--- src/design/wdm_pkg.sv ---
// Purpose: shared constants and types of the timeout monitor with alarm relay
// Assumes: 100 MHz system clock, 8-bit host port with 4-bit offset inside the card window
// Notes:   all timing counts derive from printed times and the clock period
package wdm_pkg;

  // ---------------------------------------------------------------
  // bus
  // ---------------------------------------------------------------
  localparam int unsigned ADDR_W = 4;
  localparam int unsigned DATA_W = 8;

  localparam logic [ADDR_W-1:0] OFS_RELAY = 4'hd;
  localparam logic [ADDR_W-1:0] OFS_MON   = 4'he;
  localparam logic [ADDR_W-1:0] OFS_CFG   = 4'hf;

  // ---------------------------------------------------------------
  // fields
  // ---------------------------------------------------------------
  localparam int unsigned STAT_TEMP_OK_BIT = 0;
  localparam int unsigned STAT_MON_OK_BIT  = 1;
  localparam int unsigned REL_SW_BIT       = 1;
  localparam int unsigned REL_STATE_BIT    = 0;
  localparam int unsigned CFG_SEL_HI_BIT   = 3;
  localparam int unsigned CFG_SEL_LO_BIT   = 4;
  localparam int unsigned CFG_PCRST_EN_BIT = 6;
  localparam int unsigned CFG_IRQ_EN_BIT   = 7;

  localparam logic              SW_RELAY_RST = 1'h1;
  localparam logic [DATA_W-1:0] RDATA_ZERO   = 8'h00;

  // ---------------------------------------------------------------
  // timing
  // ---------------------------------------------------------------
  localparam int unsigned CLK_PERIOD_NS     = 10;
  localparam int unsigned ONE_SEC_NS        = 1000000000;
  localparam int unsigned SEC_CYCLES        = ONE_SEC_NS / CLK_PERIOD_NS;
  localparam int unsigned FAULT_HOLD_MS     = 500;
  localparam int unsigned NS_PER_MS         = 1000000;
  localparam int unsigned FAULT_HOLD_NS     = FAULT_HOLD_MS * NS_PER_MS;
  localparam int unsigned FAULT_HOLD_CYCLES = (FAULT_HOLD_NS + CLK_PERIOD_NS - 1) / CLK_PERIOD_NS;
  localparam int unsigned PC_RESET_NS       = 10000;
  localparam int unsigned PC_RESET_CYCLES   = PC_RESET_NS / CLK_PERIOD_NS;

  localparam int unsigned PRESC_W = 27;
  localparam int unsigned HOLD_W  = 26;
  localparam int unsigned SECS_W  = 5;
  localparam int unsigned PCRST_W = 10;

  localparam logic [SECS_W-1:0] SECS_ONE     = 5'h01;
  localparam logic [SECS_W-1:0] SECS_TWO     = 5'h02;
  localparam logic [SECS_W-1:0] SECS_EIGHT   = 5'h08;
  localparam logic [SECS_W-1:0] SECS_SIXTEEN = 5'h10;

  // ---------------------------------------------------------------
  // types
  // ---------------------------------------------------------------
  typedef enum logic [1:0] {
    interval_sel_one_second     = 2'b00,
    interval_sel_two_seconds    = 2'b01,
    interval_sel_eight_seconds  = 2'b10,
    interval_sel_sixteen_seconds = 2'b11
  } wdm_interval_t;

  typedef enum logic [1:0] {
    MON_IDLE    = 2'b00,
    MON_ARMED   = 2'b01,
    MON_EXPIRED = 2'b10
  } wdm_state_t;

endpackage

--- src/design/wdm_sec_tick.sv ---
// Purpose: one-second tick prescaler for the timeout monitor
// Assumes: clr restarts a full second
// Notes:   tick is a one-cycle pulse from a flop
`timescale 1ns/1ps
module wdm_sec_tick #(
  parameter int unsigned CYCLES = wdm_pkg::SEC_CYCLES
) (
  input  wire logic clk,
  input  wire logic rst,
  input  wire logic clr,
  output logic      tick_ff
);
  import wdm_pkg::*;

  localparam logic [PRESC_W-1:0] LAST = PRESC_W'(CYCLES - 1);

  logic [PRESC_W-1:0] count_ff;

  always_ff @(posedge clk or posedge rst) begin
    if (rst) begin
      count_ff <= '0;
      tick_ff  <= 1'b0;
    end else if (clr) begin
      count_ff <= '0;
      tick_ff  <= 1'b0;
    end else if (count_ff == LAST) begin
      count_ff <= '0;
      tick_ff  <= 1'b1;
    end else begin
      count_ff <= count_ff + 1'b1;
      tick_ff  <= 1'b0;
    end
  end

endmodule // wdm_sec_tick

--- src/design/wdm_fault_hold.sv ---
// Purpose: fault hold timer feeding the relay drive
// Assumes: rst is power-on only; host resets never reach this counter
// Notes:   hold stays high while fault is present and CYCLES after it ends
`timescale 1ns/1ps
module wdm_fault_hold #(
  parameter int unsigned CYCLES = wdm_pkg::FAULT_HOLD_CYCLES
) (
  input  wire logic clk,
  input  wire logic rst,
  input  wire logic fault,
  output logic      hold
);
  import wdm_pkg::*;

  localparam logic [HOLD_W-1:0] LOAD = HOLD_W'(CYCLES);

  logic [HOLD_W-1:0] count_ff;

  // reload while faulty, run down afterwards
  always_ff @(posedge clk or posedge rst) begin
    if (rst) begin
      count_ff <= '0;
    end else if (fault) begin
      count_ff <= LOAD;
    end else if (count_ff != '0) begin
      count_ff <= count_ff - 1'b1;
    end
  end

  assign hold = fault | (count_ff != '0);

endmodule // wdm_fault_hold

--- src/design/wdm_top.sv ---
// Purpose: timeout monitor with liveness indicator and alarm relay drive
// Assumes: rst is power-on reset; pc_reset_n_pin is the host PC reset pin
// Notes:   host port offsets are relative to the card base address
//
// Overview of operation
// after reset the monitor is idle and both indicator colours are dark
// a write to offset 0Eh arms the monitor and lights green
// every later 0Eh write restarts the interval, also after expiry
// bit 1 of offset 0Eh reads the monitor health
// missing the interval turns the indicator from green to red
// expiry clears the health bit at offset 0Eh
// expiry always drops the relay into the fail-state position
// expiry resets the host PC only when enabled
// expiry raises the host interrupt only when enabled
// configuration bits 6 and 7 enable PC reset and interrupt
// rewriting an expired monitor returns green and resumes timing
// bits 3 and 4 choose 1 s, 2 s, 8 s or 16 s
// changing the interval while armed restarts the timeout
// a fault keeps the relay dropped for at least 500 ms
// after power-on or PC reset without fault the relay is energized
// expiry or over-temperature de-energizes the relay
// bit 1 at offset 0Dh drops or restores the relay by software
// software cannot restore the relay while a fault is present
// a seconds tick times the interval; 0Eh writes and interval changes clear the counter
// the hold counter is cleared only by power-on reset
`timescale 1ns/1ps
module wdm_top #(
  parameter int unsigned SEC_CYCLES_P  = wdm_pkg::SEC_CYCLES,
  parameter int unsigned HOLD_CYCLES_P = wdm_pkg::FAULT_HOLD_CYCLES
) (
  input  wire logic                        clk,
  input  wire logic                        rst,
  input  wire logic [wdm_pkg::ADDR_W-1:0]  addr,
  input  wire logic [wdm_pkg::DATA_W-1:0]  wdata,
  input  wire logic                        wr_en,
  input  wire logic                        rd_en,
  output logic      [wdm_pkg::DATA_W-1:0]  rdata_ff,
  input  wire logic                        temp_fault_pin,
  input  wire logic                        pc_reset_n_pin,
  output logic                             liveness_indicator_green_ff,
  output logic                             liveness_indicator_red_ff,
  output logic                             relay_energize_ff,
  output logic                             host_irq_ff,
  output logic                             pc_reset_out_ff
);
  import wdm_pkg::*;

  // ---------------------------------------------------------------
  // pin synchronisers
  // ---------------------------------------------------------------
  logic temp_meta_ff;
  logic temp_fault_ff;
  logic pcrst_meta_ff;
  logic pcrst_n_ff;

  always_ff @(posedge clk or posedge rst) begin
    if (rst) begin
      temp_meta_ff  <= 1'b0;
      temp_fault_ff <= 1'b0;
    end else begin
      temp_meta_ff  <= temp_fault_pin;
      temp_fault_ff <= temp_meta_ff;
    end
  end

  // host reset reads as asserted until two clean samples arrive
  always_ff @(posedge clk or posedge rst) begin
    if (rst) begin
      pcrst_meta_ff <= 1'b0;
      pcrst_n_ff    <= 1'b0;
    end else begin
      pcrst_meta_ff <= pc_reset_n_pin;
      pcrst_n_ff    <= pcrst_meta_ff;
    end
  end

  logic pc_rst;

  assign pc_rst = ~pcrst_n_ff;

  // ---------------------------------------------------------------
  // host port decode
  // ---------------------------------------------------------------
  logic wr_mon;
  logic wr_cfg;
  logic wr_rel;

  assign wr_mon = wr_en & (addr == OFS_MON);
  assign wr_cfg = wr_en & (addr == OFS_CFG);
  assign wr_rel = wr_en & (addr == OFS_RELAY);

  // ---------------------------------------------------------------
  // configuration
  // ---------------------------------------------------------------
  wdm_interval_t sel_ff;
  logic          pcrst_en_ff;
  logic          irq_en_ff;
  wdm_interval_t nxt_sel;

  assign nxt_sel = wdm_interval_t'({wdata[CFG_SEL_HI_BIT], wdata[CFG_SEL_LO_BIT]});

  always_ff @(posedge clk or posedge rst) begin
    if (rst) begin
      sel_ff      <= interval_sel_one_second;
      pcrst_en_ff <= 1'b0;
      irq_en_ff   <= 1'b0;
    end else if (pc_rst) begin
      sel_ff      <= interval_sel_one_second;
      pcrst_en_ff <= 1'b0;
      irq_en_ff   <= 1'b0;
    end else if (wr_cfg) begin
      sel_ff      <= nxt_sel;
      pcrst_en_ff <= wdata[CFG_PCRST_EN_BIT];
      irq_en_ff   <= wdata[CFG_IRQ_EN_BIT];
    end
  end

  logic [SECS_W-1:0] limit;

  always_comb begin
    unique case (sel_ff)
      interval_sel_one_second:      limit = SECS_ONE;
      interval_sel_two_seconds:     limit = SECS_TWO;
      interval_sel_eight_seconds:   limit = SECS_EIGHT;
      interval_sel_sixteen_seconds: limit = SECS_SIXTEEN;
    endcase
  end

  // ---------------------------------------------------------------
  // monitor state
  // ---------------------------------------------------------------
  wdm_state_t        state_ff;
  wdm_state_t        nxt_state;
  logic              sel_change;
  logic              restart;
  logic              expire;
  logic              tick;
  logic [SECS_W-1:0] secs_ff;

  assign sel_change = wr_cfg & (nxt_sel != sel_ff) & (state_ff != MON_IDLE);
  assign restart    = wr_mon | sel_change;
  // a host reset landing on the tick cycle must not fire the options
  assign expire     = (state_ff == MON_ARMED) & tick & ~restart & ~pc_rst &
                      (secs_ff == limit - 1'b1);

  always_comb begin
    nxt_state = state_ff;
    unique case (state_ff)
      MON_IDLE: begin
        if (wr_mon) begin
          nxt_state = MON_ARMED;
        end
      end
      MON_ARMED: begin
        if (expire) begin
          nxt_state = MON_EXPIRED;
        end
      end
      MON_EXPIRED: begin
        if (wr_mon) begin
          nxt_state = MON_ARMED;
        end
      end
      default: begin
        nxt_state = MON_IDLE;
      end
    endcase
  end

  always_ff @(posedge clk or posedge rst) begin
    if (rst) begin
      state_ff <= MON_IDLE;
    end else if (pc_rst) begin
      state_ff <= MON_IDLE;
    end else begin
      state_ff <= nxt_state;
    end
  end

  // ---------------------------------------------------------------
  // interval timing
  // ---------------------------------------------------------------
  logic tick_clr;

  assign tick_clr = restart | pc_rst | (state_ff != MON_ARMED);

  wdm_sec_tick #(
    .CYCLES (SEC_CYCLES_P)
  ) u_sec_tick (
    .clk     (clk),
    .rst     (rst),
    .clr     (tick_clr),
    .tick_ff (tick)
  );

  always_ff @(posedge clk or posedge rst) begin
    if (rst) begin
      secs_ff <= '0;
    end else if (pc_rst || restart) begin
      secs_ff <= '0;
    end else if (state_ff == MON_ARMED && tick) begin
      secs_ff <= secs_ff + 1'b1;
    end
  end

  // ---------------------------------------------------------------
  // liveness indicator
  // ---------------------------------------------------------------
  always_ff @(posedge clk or posedge rst) begin
    if (rst) begin
      liveness_indicator_green_ff <= 1'b0;
      liveness_indicator_red_ff   <= 1'b0;
    end else begin
      liveness_indicator_green_ff <= ~pc_rst & (nxt_state == MON_ARMED);
      liveness_indicator_red_ff   <= ~pc_rst & (nxt_state == MON_EXPIRED);
    end
  end

  // ---------------------------------------------------------------
  // expiry reactions
  // ---------------------------------------------------------------
  // a clearing write in the expiry cycle masks expire, so the write wins and no set happens
  always_ff @(posedge clk or posedge rst) begin
    if (rst) begin
      host_irq_ff <= 1'b0;
    end else if (expire && irq_en_ff) begin
      host_irq_ff <= 1'b1;
    end else if (wr_mon || pc_rst) begin
      host_irq_ff <= 1'b0;
    end
  end

  localparam logic [PCRST_W-1:0] PCRST_LOAD = PCRST_W'(PC_RESET_CYCLES);

  logic [PCRST_W-1:0] pcrst_cnt_ff;
  logic [PCRST_W-1:0] nxt_pcrst_cnt;

  // pulse survives the host reset it causes
  always_comb begin
    nxt_pcrst_cnt = pcrst_cnt_ff;
    if (expire && pcrst_en_ff) begin
      nxt_pcrst_cnt = PCRST_LOAD;
    end else if (pcrst_cnt_ff != '0) begin
      nxt_pcrst_cnt = pcrst_cnt_ff - 1'b1;
    end
  end

  always_ff @(posedge clk or posedge rst) begin
    if (rst) begin
      pcrst_cnt_ff    <= '0;
      pc_reset_out_ff <= 1'b0;
    end else begin
      pcrst_cnt_ff    <= nxt_pcrst_cnt;
      pc_reset_out_ff <= (nxt_pcrst_cnt != '0);
    end
  end

  // ---------------------------------------------------------------
  // relay drive
  // ---------------------------------------------------------------
  logic sw_relay_ff;
  logic fault_now;
  logic fault_hold;
  logic nxt_relay;

  always_ff @(posedge clk or posedge rst) begin
    if (rst) begin
      sw_relay_ff <= SW_RELAY_RST;
    end else if (pc_rst) begin
      sw_relay_ff <= SW_RELAY_RST;
    end else if (wr_rel) begin
      sw_relay_ff <= wdata[REL_SW_BIT];
    end
  end

  assign fault_now = temp_fault_ff | (state_ff == MON_EXPIRED);

  wdm_fault_hold #(
    .CYCLES (HOLD_CYCLES_P)
  ) u_fault_hold (
    .clk   (clk),
    .rst   (rst),
    .fault (fault_now),
    .hold  (fault_hold)
  );

  // any fault or its hold time overrides the software bit
  assign nxt_relay = sw_relay_ff & ~fault_hold;

  always_ff @(posedge clk or posedge rst) begin
    if (rst) begin
      relay_energize_ff <= 1'b0;
    end else begin
      relay_energize_ff <= nxt_relay;
    end
  end

  // ---------------------------------------------------------------
  // status bits
  // ---------------------------------------------------------------
  logic mon_ok;
  logic temp_ok;

  assign mon_ok  = (state_ff != MON_EXPIRED);
  assign temp_ok = ~temp_fault_ff;

  // ---------------------------------------------------------------
  // read data
  // ---------------------------------------------------------------
  logic [DATA_W-1:0] nxt_rdata;

  always_comb begin
    nxt_rdata = RDATA_ZERO;
    if (rd_en) begin
      unique case (addr)
        OFS_MON: begin
          nxt_rdata[STAT_TEMP_OK_BIT] = temp_ok;
          nxt_rdata[STAT_MON_OK_BIT]  = mon_ok;
        end
        OFS_RELAY: begin
          nxt_rdata[REL_SW_BIT]    = sw_relay_ff;
          nxt_rdata[REL_STATE_BIT] = relay_energize_ff;
        end
        OFS_CFG: begin
          nxt_rdata[CFG_SEL_HI_BIT]   = sel_ff[1];
          nxt_rdata[CFG_SEL_LO_BIT]   = sel_ff[0];
          nxt_rdata[CFG_PCRST_EN_BIT] = pcrst_en_ff;
          nxt_rdata[CFG_IRQ_EN_BIT]   = irq_en_ff;
        end
        default: begin
          nxt_rdata = RDATA_ZERO;
        end
      endcase
    end
  end

  always_ff @(posedge clk or posedge rst) begin
    if (rst) begin
      rdata_ff <= RDATA_ZERO;
    end else begin
      rdata_ff <= nxt_rdata;
    end
  end

endmodule // wdm_top

--- config.mk ---
export PLATFORM = sky130hd
export DESIGN_NAME = wdm_top
export DESIGN_NICKNAME = d
export VERILOG_FILES = /design/src/design/wdm_pkg.sv /design/src/design/wdm_sec_tick.sv /design/src/design/wdm_fault_hold.sv /design/src/design/wdm_top.sv
export SDC_FILE = /design/constraint.sdc
export NUM_CORES = 1
export LEC_CHECK = 0
export ABC_AREA = 1
export BUFFER_PORTS_ARGS = -buffer_cell sky130_fd_sc_hd__buf_2
export CORE_MARGIN = 2
export CORE_UTILIZATION = 45
export CTS_CLUSTER_DIAMETER = 60
export DETAILED_ROUTE_END_ITERATION = 16
export HOLD_SLACK_MARGIN = 0.1
export PLACE_DENSITY = 0.71
export SYNTH_ARGS = -nofsm -noshare
export SYNTH_HDL_FRONTEND = slang
export SYNTH_HIERARCHICAL = 1
export SYNTH_SLANG_ARGS = --single-unit
--- constraint.sdc ---
create_clock -name clk -period 3.5 [get_ports clk]
set_clock_uncertainty 0.15 [all_clocks]
set_input_delay 0 -clock clk [delete_from_list [all_inputs] [get_ports clk]]
set_output_delay 0 -clock clk [all_outputs]
set_load 0.1 [all_outputs]
; Yosys cells after proc, flatten, opt, wreduce, memory -nomap -nowiden
; Index checks and enable logic that the tools add are counted.
[word_totals]
reg_bits = 93
input_bits = 18
wordCells = 107
[op_classes]
n_addsub = 5
n_eq_ne = 17
n_mux = 29
n_bitwise = 21
n_reduce_logical = 15
[ops]
columns = operator, n
row1 = 2-to-1 mux 27 bit, 2
row2 = 2-to-1 mux 26 bit, 2
row3 = "adder 27 x 1 -> 27 bit, second input constant", 1
row4 = "equality test 27 bit, second input constant", 1
row5 = nonzero test 26 bit, 1
row6 = "subtractor 26 x 1 -> 26 bit, second input constant", 1
row7 = 2-to-1 mux 10 bit, 2
row8 = case mux 5 bit (4 select lines), 1
row9 = nonzero test 10 bit, 2
row10 = 2-to-1 mux 2 bit, 7
row11 = bitwise AND 1 bit, 12
row12 = "equality test 4 bit, second input constant", 3
row13 = 2-to-1 mux 1 bit, 10
row14 = 2-to-1 mux 5 bit, 2
row15 = "subtractor 10 x 1 -> 10 bit, second input constant", 1
row16 = "equality test 2 bit, second input constant", 4
row17 = 2-to-1 mux 8 bit, 1
row18 = case mux 2 bit (2 select lines), 2
row19 = nonzero test 2 bit, 4
row20 = "equality test 2 x 1 -> 1 bit, second input constant", 3
row21 = "!= test 2 x 1 -> 1 bit, second input constant", 3
row22 = "adder 5 x 1 -> 5 bit, second input constant", 1
row23 = equality test 5 bit, 1
row24 = bitwise OR 1 bit, 5
row25 = other kinds (8), 15

; Longest topological paths before layout
[depth]
word_depth = 13
depth_mapped = 13
mapped_depth_nobuf = 12

; Cells and area by module
; Netlist, hierarchy kept.
[modules_own_cells]
columns = module, instances, cells_per_inst, area_each_um2, seq_area_each_um2
row1 = wdm_fault_hold, 1, 271, 1835.5, 650.6
row2 = wdm_top, 1, 228, 1813.0, 927.1
row3 = wdm_sec_tick, 1, 223, 1630.3, 700.7

; Worst setup path after synthesis
; No wires, ideal clock.
[synth_path]
kind = reg2reg
startpoint = register state_ff[1]
endpoint = register u_sec_tick.count_ff[25]
t_arrival_ns = 1.678
required_ns = 3.278
setup_slack_ns = 1.600
path_stages_with_launch = 11
path_buffers = 2
synth_period_minus_slack_ns = 1.900
path_cell_list = dfrtp_1 or2_1 nand3_1 nor2_1 nor2_4 nand2_1 clkbuf_1 inv_1 clkbuf_1 nand3_1 nor2_1
[synth_via]
elab_chain_len = 6
elab_cells_between_ends = 7
[synth_rtl]
columns = element, line
row1 = start: declaration, wdm_top.sv:132  ; wdm_state_t state_ff;
row2 = start signal: assignment, wdm_top.sv:176  ; state_ff <= nxt_state;
row3 = nonzero test 2 bit, wdm_top.sv:140  ; assign sel_change = wr_cfg & (nxt_sel != sel_ff) & (state_ff != MON_IDLE);
row4 = bitwise AND 1 bit, wdm_top.sv:140
row5 = bitwise OR 1 bit, wdm_top.sv:141  ; assign restart = wr_mon | sel_change;
row6 = bitwise OR 1 bit, wdm_top.sv:185  ; assign tick_clr = restart | pc_rst | (state_ff != MON_ARMED);
row7 = bitwise OR 1 bit *, wdm_top.sv:185
row8 = net tick_clr, wdm_top.sv:183  ; logic tick_clr;
row9 = 2-to-1 mux 27 bit *, wdm_sec_tick.sv:23  ; end else if (clr) begin
row10 = end signal: assignment, wdm_sec_tick.sv:30  ; count_ff <= count_ff + 1'b1;
row11 = end: declaration, wdm_sec_tick.sv:17  ; logic [PRESC_W-1:0] count_ff;
; The timed path passes the listed nets; every way through them passes the cells marked *.
; A chain may end at the register's enable or synchronous reset.

; Worst setup path after layout
[layout_path]
startpoint = input port addr[3] in the netlist's numbering
endpoint = register u_sec_tick.count_ff[3]
[layout_via]
elab_chain_len = 8
elab_cells_between_ends = 10
[layout_rtl]
columns = element, line
row1 = start: declaration, wdm_top.sv:33  ; input wire logic [wdm_pkg::ADDR_W-1:0] addr,
row2 = equality test 4 bit, wdm_top.sv:89  ; assign wr_cfg = wr_en & (addr == OFS_CFG);
row3 = bitwise AND 1 bit, wdm_top.sv:89
row4 = bitwise AND 1 bit (2 in a row), wdm_top.sv:140
row5 = bitwise OR 1 bit *, wdm_top.sv:141
row6 = bitwise OR 1 bit * (2 in a row), wdm_top.sv:185
row7 = net tick_clr, wdm_top.sv:183
row8 = 2-to-1 mux 27 bit *, wdm_sec_tick.sv:23
; Marked as above.

==> impl_metrics.csv <==
group,metric,value,unit
run_status,status,"completed",
synthesis,synth_edf_count,0,
synthesis,synth_top_area_share,42.7,%
sta,setup_tns,0,ps
power,p_seq_share,47.5,%
floorplanning,start_util,46.2,%
clock_tree,cts.sinks,91,
setup_path,reg2reg_from,"sel_ff[1]",
clock_tree,ctsResizeCount,0,
floorplanning,rows,39,
power,leakage,0.00285,uW
detailed_routing,drtIter0Drc,366,
synthesis,ys_top_cells_by_area,"dfrtp_1 43%, nand2_1 12%, nor2_1 9.3%",
detailed_routing,via_per_inst,5.14,
detailed_routing,ant_nets,0,
global_route,grt_pass1_wl,20800,um
synthesis,yosysWarningCount,6,
global_route,grt_start_max_net_pins,38,
sta,setup_violations,0,
clock_tree,cts_buffer_depth,2,
floorplanning,die_area,12600,sq um
clock_tree,cts_buffers,9,
power,combPwrFrac,9.6,%
sta,relSlewSlack,28.2,%
floorplanning,floorplan.die.height,112,um
detailed_routing,routed_wl,12000,um
power,power_density,379,nW/um^2
setup_path,end_kind,"flip-flop",
floorplanning,core,11400,sq um
clock_tree,path_clk_slew,70,ps
power,finalPower,2300,uW
synthesis,synthFlopType,"dfrtp_1",
power,p_int,1700,uW
setup_path,cp_common_cell,"nand2_1",
synthesis,synth.avg_cell_area,7.31,sq um
cells_and_area,drive_gt1_share,12.3,%
hold_path,hp-start,"temp_fault_pin",
setup_path,critPathSlowestCell,"dlygate4sd3_1",
sta,post-route-period-util,83.0,%
sta,tightest_slew,1080,ps
setup_path,path_buf_inv,4,
global_route,antenna_found_initial,0,
clock_tree,postCtsSetupBuffers,0,
power,p_switching,606,uW
global_route,track_usage,20.0,%
sta,maxSlewViolCount,0,
hold_path,hold_class,"in -> reg",
synthesis,synth_cell_type_count,38,
power,max-vdd-ir-drop,0.000227,V
sta,hold_viol,0,
placed_design,numPortBuffers,25,
synthesis,ys_top_cells_by_count,"168 x nand2_1, 131 x nor2_1, 100 x inv_1, 90 x dfrtp_1, 76 x nand3_1",
clock_tree,cts_hold_buf,25,
setup_path,arrival,3020,ps
floorplanning,dieWidth,112,um
clock_tree,clk_latency,340,ps
clock_tree,cts_root_buffer,"clkbuf_16",
setup_path,crit_required,3620,ps
sta,timing.fmax,344,MHz
setup_path,critPathLaunchType,"input pin",
sta,worst_slack,595,ps
cells_and_area,fin_nets,798,
global_route,grt_pass1_vias,4635,
global_route,grt_overflow_total,0,
sta,rsz0062_at_grt,"false",
synthesis,syn_area,5280,sq um
setup_path,max_stage_delay,560,ps
detailed_routing,drc,0,
synthesis,ys_seq_area_share,43.2,%
synthesis,yosysMostFrequentCell,"nand2_1",
floorplanning,io_pins,31,
cells_and_area,area_delta_synth_final,15.2,%
setup_path,crit_type,"in -> reg",
detailed_routing,avgRoutedWirePerCell,13.0,um
setup_path,crit_fanout,12,
setup_path,startpoint,"addr[3]",
detailed_routing,firstDrtPassIters,5,
detailed_routing,dr_total_vias,4742,
setup_path,crit_chain,"dlygate4sd3_1 -> buf_2 -> nand2_1 -> dlygate4sd3_1 -> nor2_1 -> nand2_1 -> nand2_1 -> nor2_4 -> nand2_1 -> inv_1 -> nand2_2 -> nor2_1",
placed_design,place_ws,1190,ps
synthesis,ys_ff_latch,91,
cells_and_area,fillers,1066,
sta,layout_min_cycle_time,2900,ps
power,power.share.clock,42.9,%
cells_and_area,n_antenna_cell,0,
job,maxCapViolations,0,
clock_tree,cts_tree,"yes",
placed_design,gp_congestion,0.938,
setup_path,critical_path.top_delay_family,"buffers and inverters",
placed_design,hpwl,8660,um
synthesis,syn_inst,722,
clock_tree,htree_levels,3,
synthesis,synthArstFlopShare,100,%
power,swShare,26.3,%
synthesis,yosysTopAreaCell,"dfrtp_1",
-- routing by layer --
layer  GRT usage [%]  wire length [um]  up-vias
met5               0                 0        -
met4            7.15               278        0
met3            3.02               520       26
met2            33.6              5710      122
met1            26.4              5520     2239
li1                -                 -     2355
-- flip-flops by register name, indices dropped and copies added, names as in the netlist --
register,flops
rdata_ff,6
u_sec_tick/count_ff,27
sw_relay_ff,1
liveness_indicator_red_ff,1
pc_reset_out_ff,1
u_fault_hold/count_ff,26
pcrst_meta_ff,1
irq_en_ff,1
pcrst_n_ff,1
sel_ff,2
state_ff,2
host_irq_ff,1
temp_fault_ff,1
u_sec_tick/tick_ff,1
pcrst_en_ff,1
liveness_indicator_green_ff,1
pcrst_cnt_ff,10
relay_energize_ff,1
secs_ff,5
temp_meta_ff,1
-- cell type report --
type	count	area [sq um]	share of cell area [%]
inverter	108	415	6.83
timing repair buffer	51	383	6.29
clock inverter	6	71.3	1.17
tap	143	179	2.94
sequential	91	2280	37.5
clock buffer	10	229	3.76
multi-input combinational	514	2530	41.5
-- power by group through the flow --
stage          clock, uW  combinational (uW)  sequential [uW]
2_1_floorplan          0                 159             1110
3_3_place_gp           0                 201             1110
3_5_place_dp           0                 204             1110
4_1_cts             1000                 221             1090
5_1_grt             1060                 251             1100
6_report             988                 221             1090
-- stage by stage --
stage / instances / hold slack [ps] / instance area, sq um / util, %
3_5_place_dp: 882 / -5.47 / 5530 / 48.5
4_1_cts: 923 / 164 / 6080 / 53.3
5_1_grt: 923 / 178 / 6080 / 53.3
2_1_floorplan: 723 / -119 / 5280 / -
6_report: 923 / 174 / 6080 / 53.3
3_3_place_gp: 882 / -2.05 / 5530 / 48.5
-- layout by cell type, fill, tap and decap left out, types with 11 or more instances in the layout --
cell | netlist | routed
inv_1 | 100 | 100
nand4_1 | 18 | 18
nor2_2 | 21 | 21
nand2_1 | 168 | 168
nand3_1 | 76 | 76
buf_2 | 4 | 25
dfrtp_1 | 90 | 90
xor2_1 | 11 | 11
dlygate4sd3_1 | 0 | 25
o21ai_0 | 14 | 14
nor2_1 | 131 | 131
a21oi_1 | 20 | 20
-- logic make-up after synthesis --
kind of cell             synth area share, %
buffers and inverters                   9.03
flip-flops                              43.2
AND/OR/NAND/NOR                         39.2
other                                 0.0710
AO/OA/AOI/OAI                           4.01
adder cells (fa/ha/maj)                 1.19
XOR/XNOR                                3.32
-- path summary, 6_finish.rpt --
path | slack [ps] | endpoint | cells after the start
max in group asynchronous | 2200 | u_sec_tick/count_ff[4] | 3
worst max register to register | 1110 | u_sec_tick/count_ff[3] | 10
worst min register to register | 200 | pcrst_n_ff | 0
worst max-delay path | 600 | u_sec_tick/count_ff[3] | 12
worst min-delay path | 170 | temp_meta_ff | 2
min in group asynchronous | 180 | pcrst_cnt_ff[1] | 4
Power figures use the tool's default switching activity.
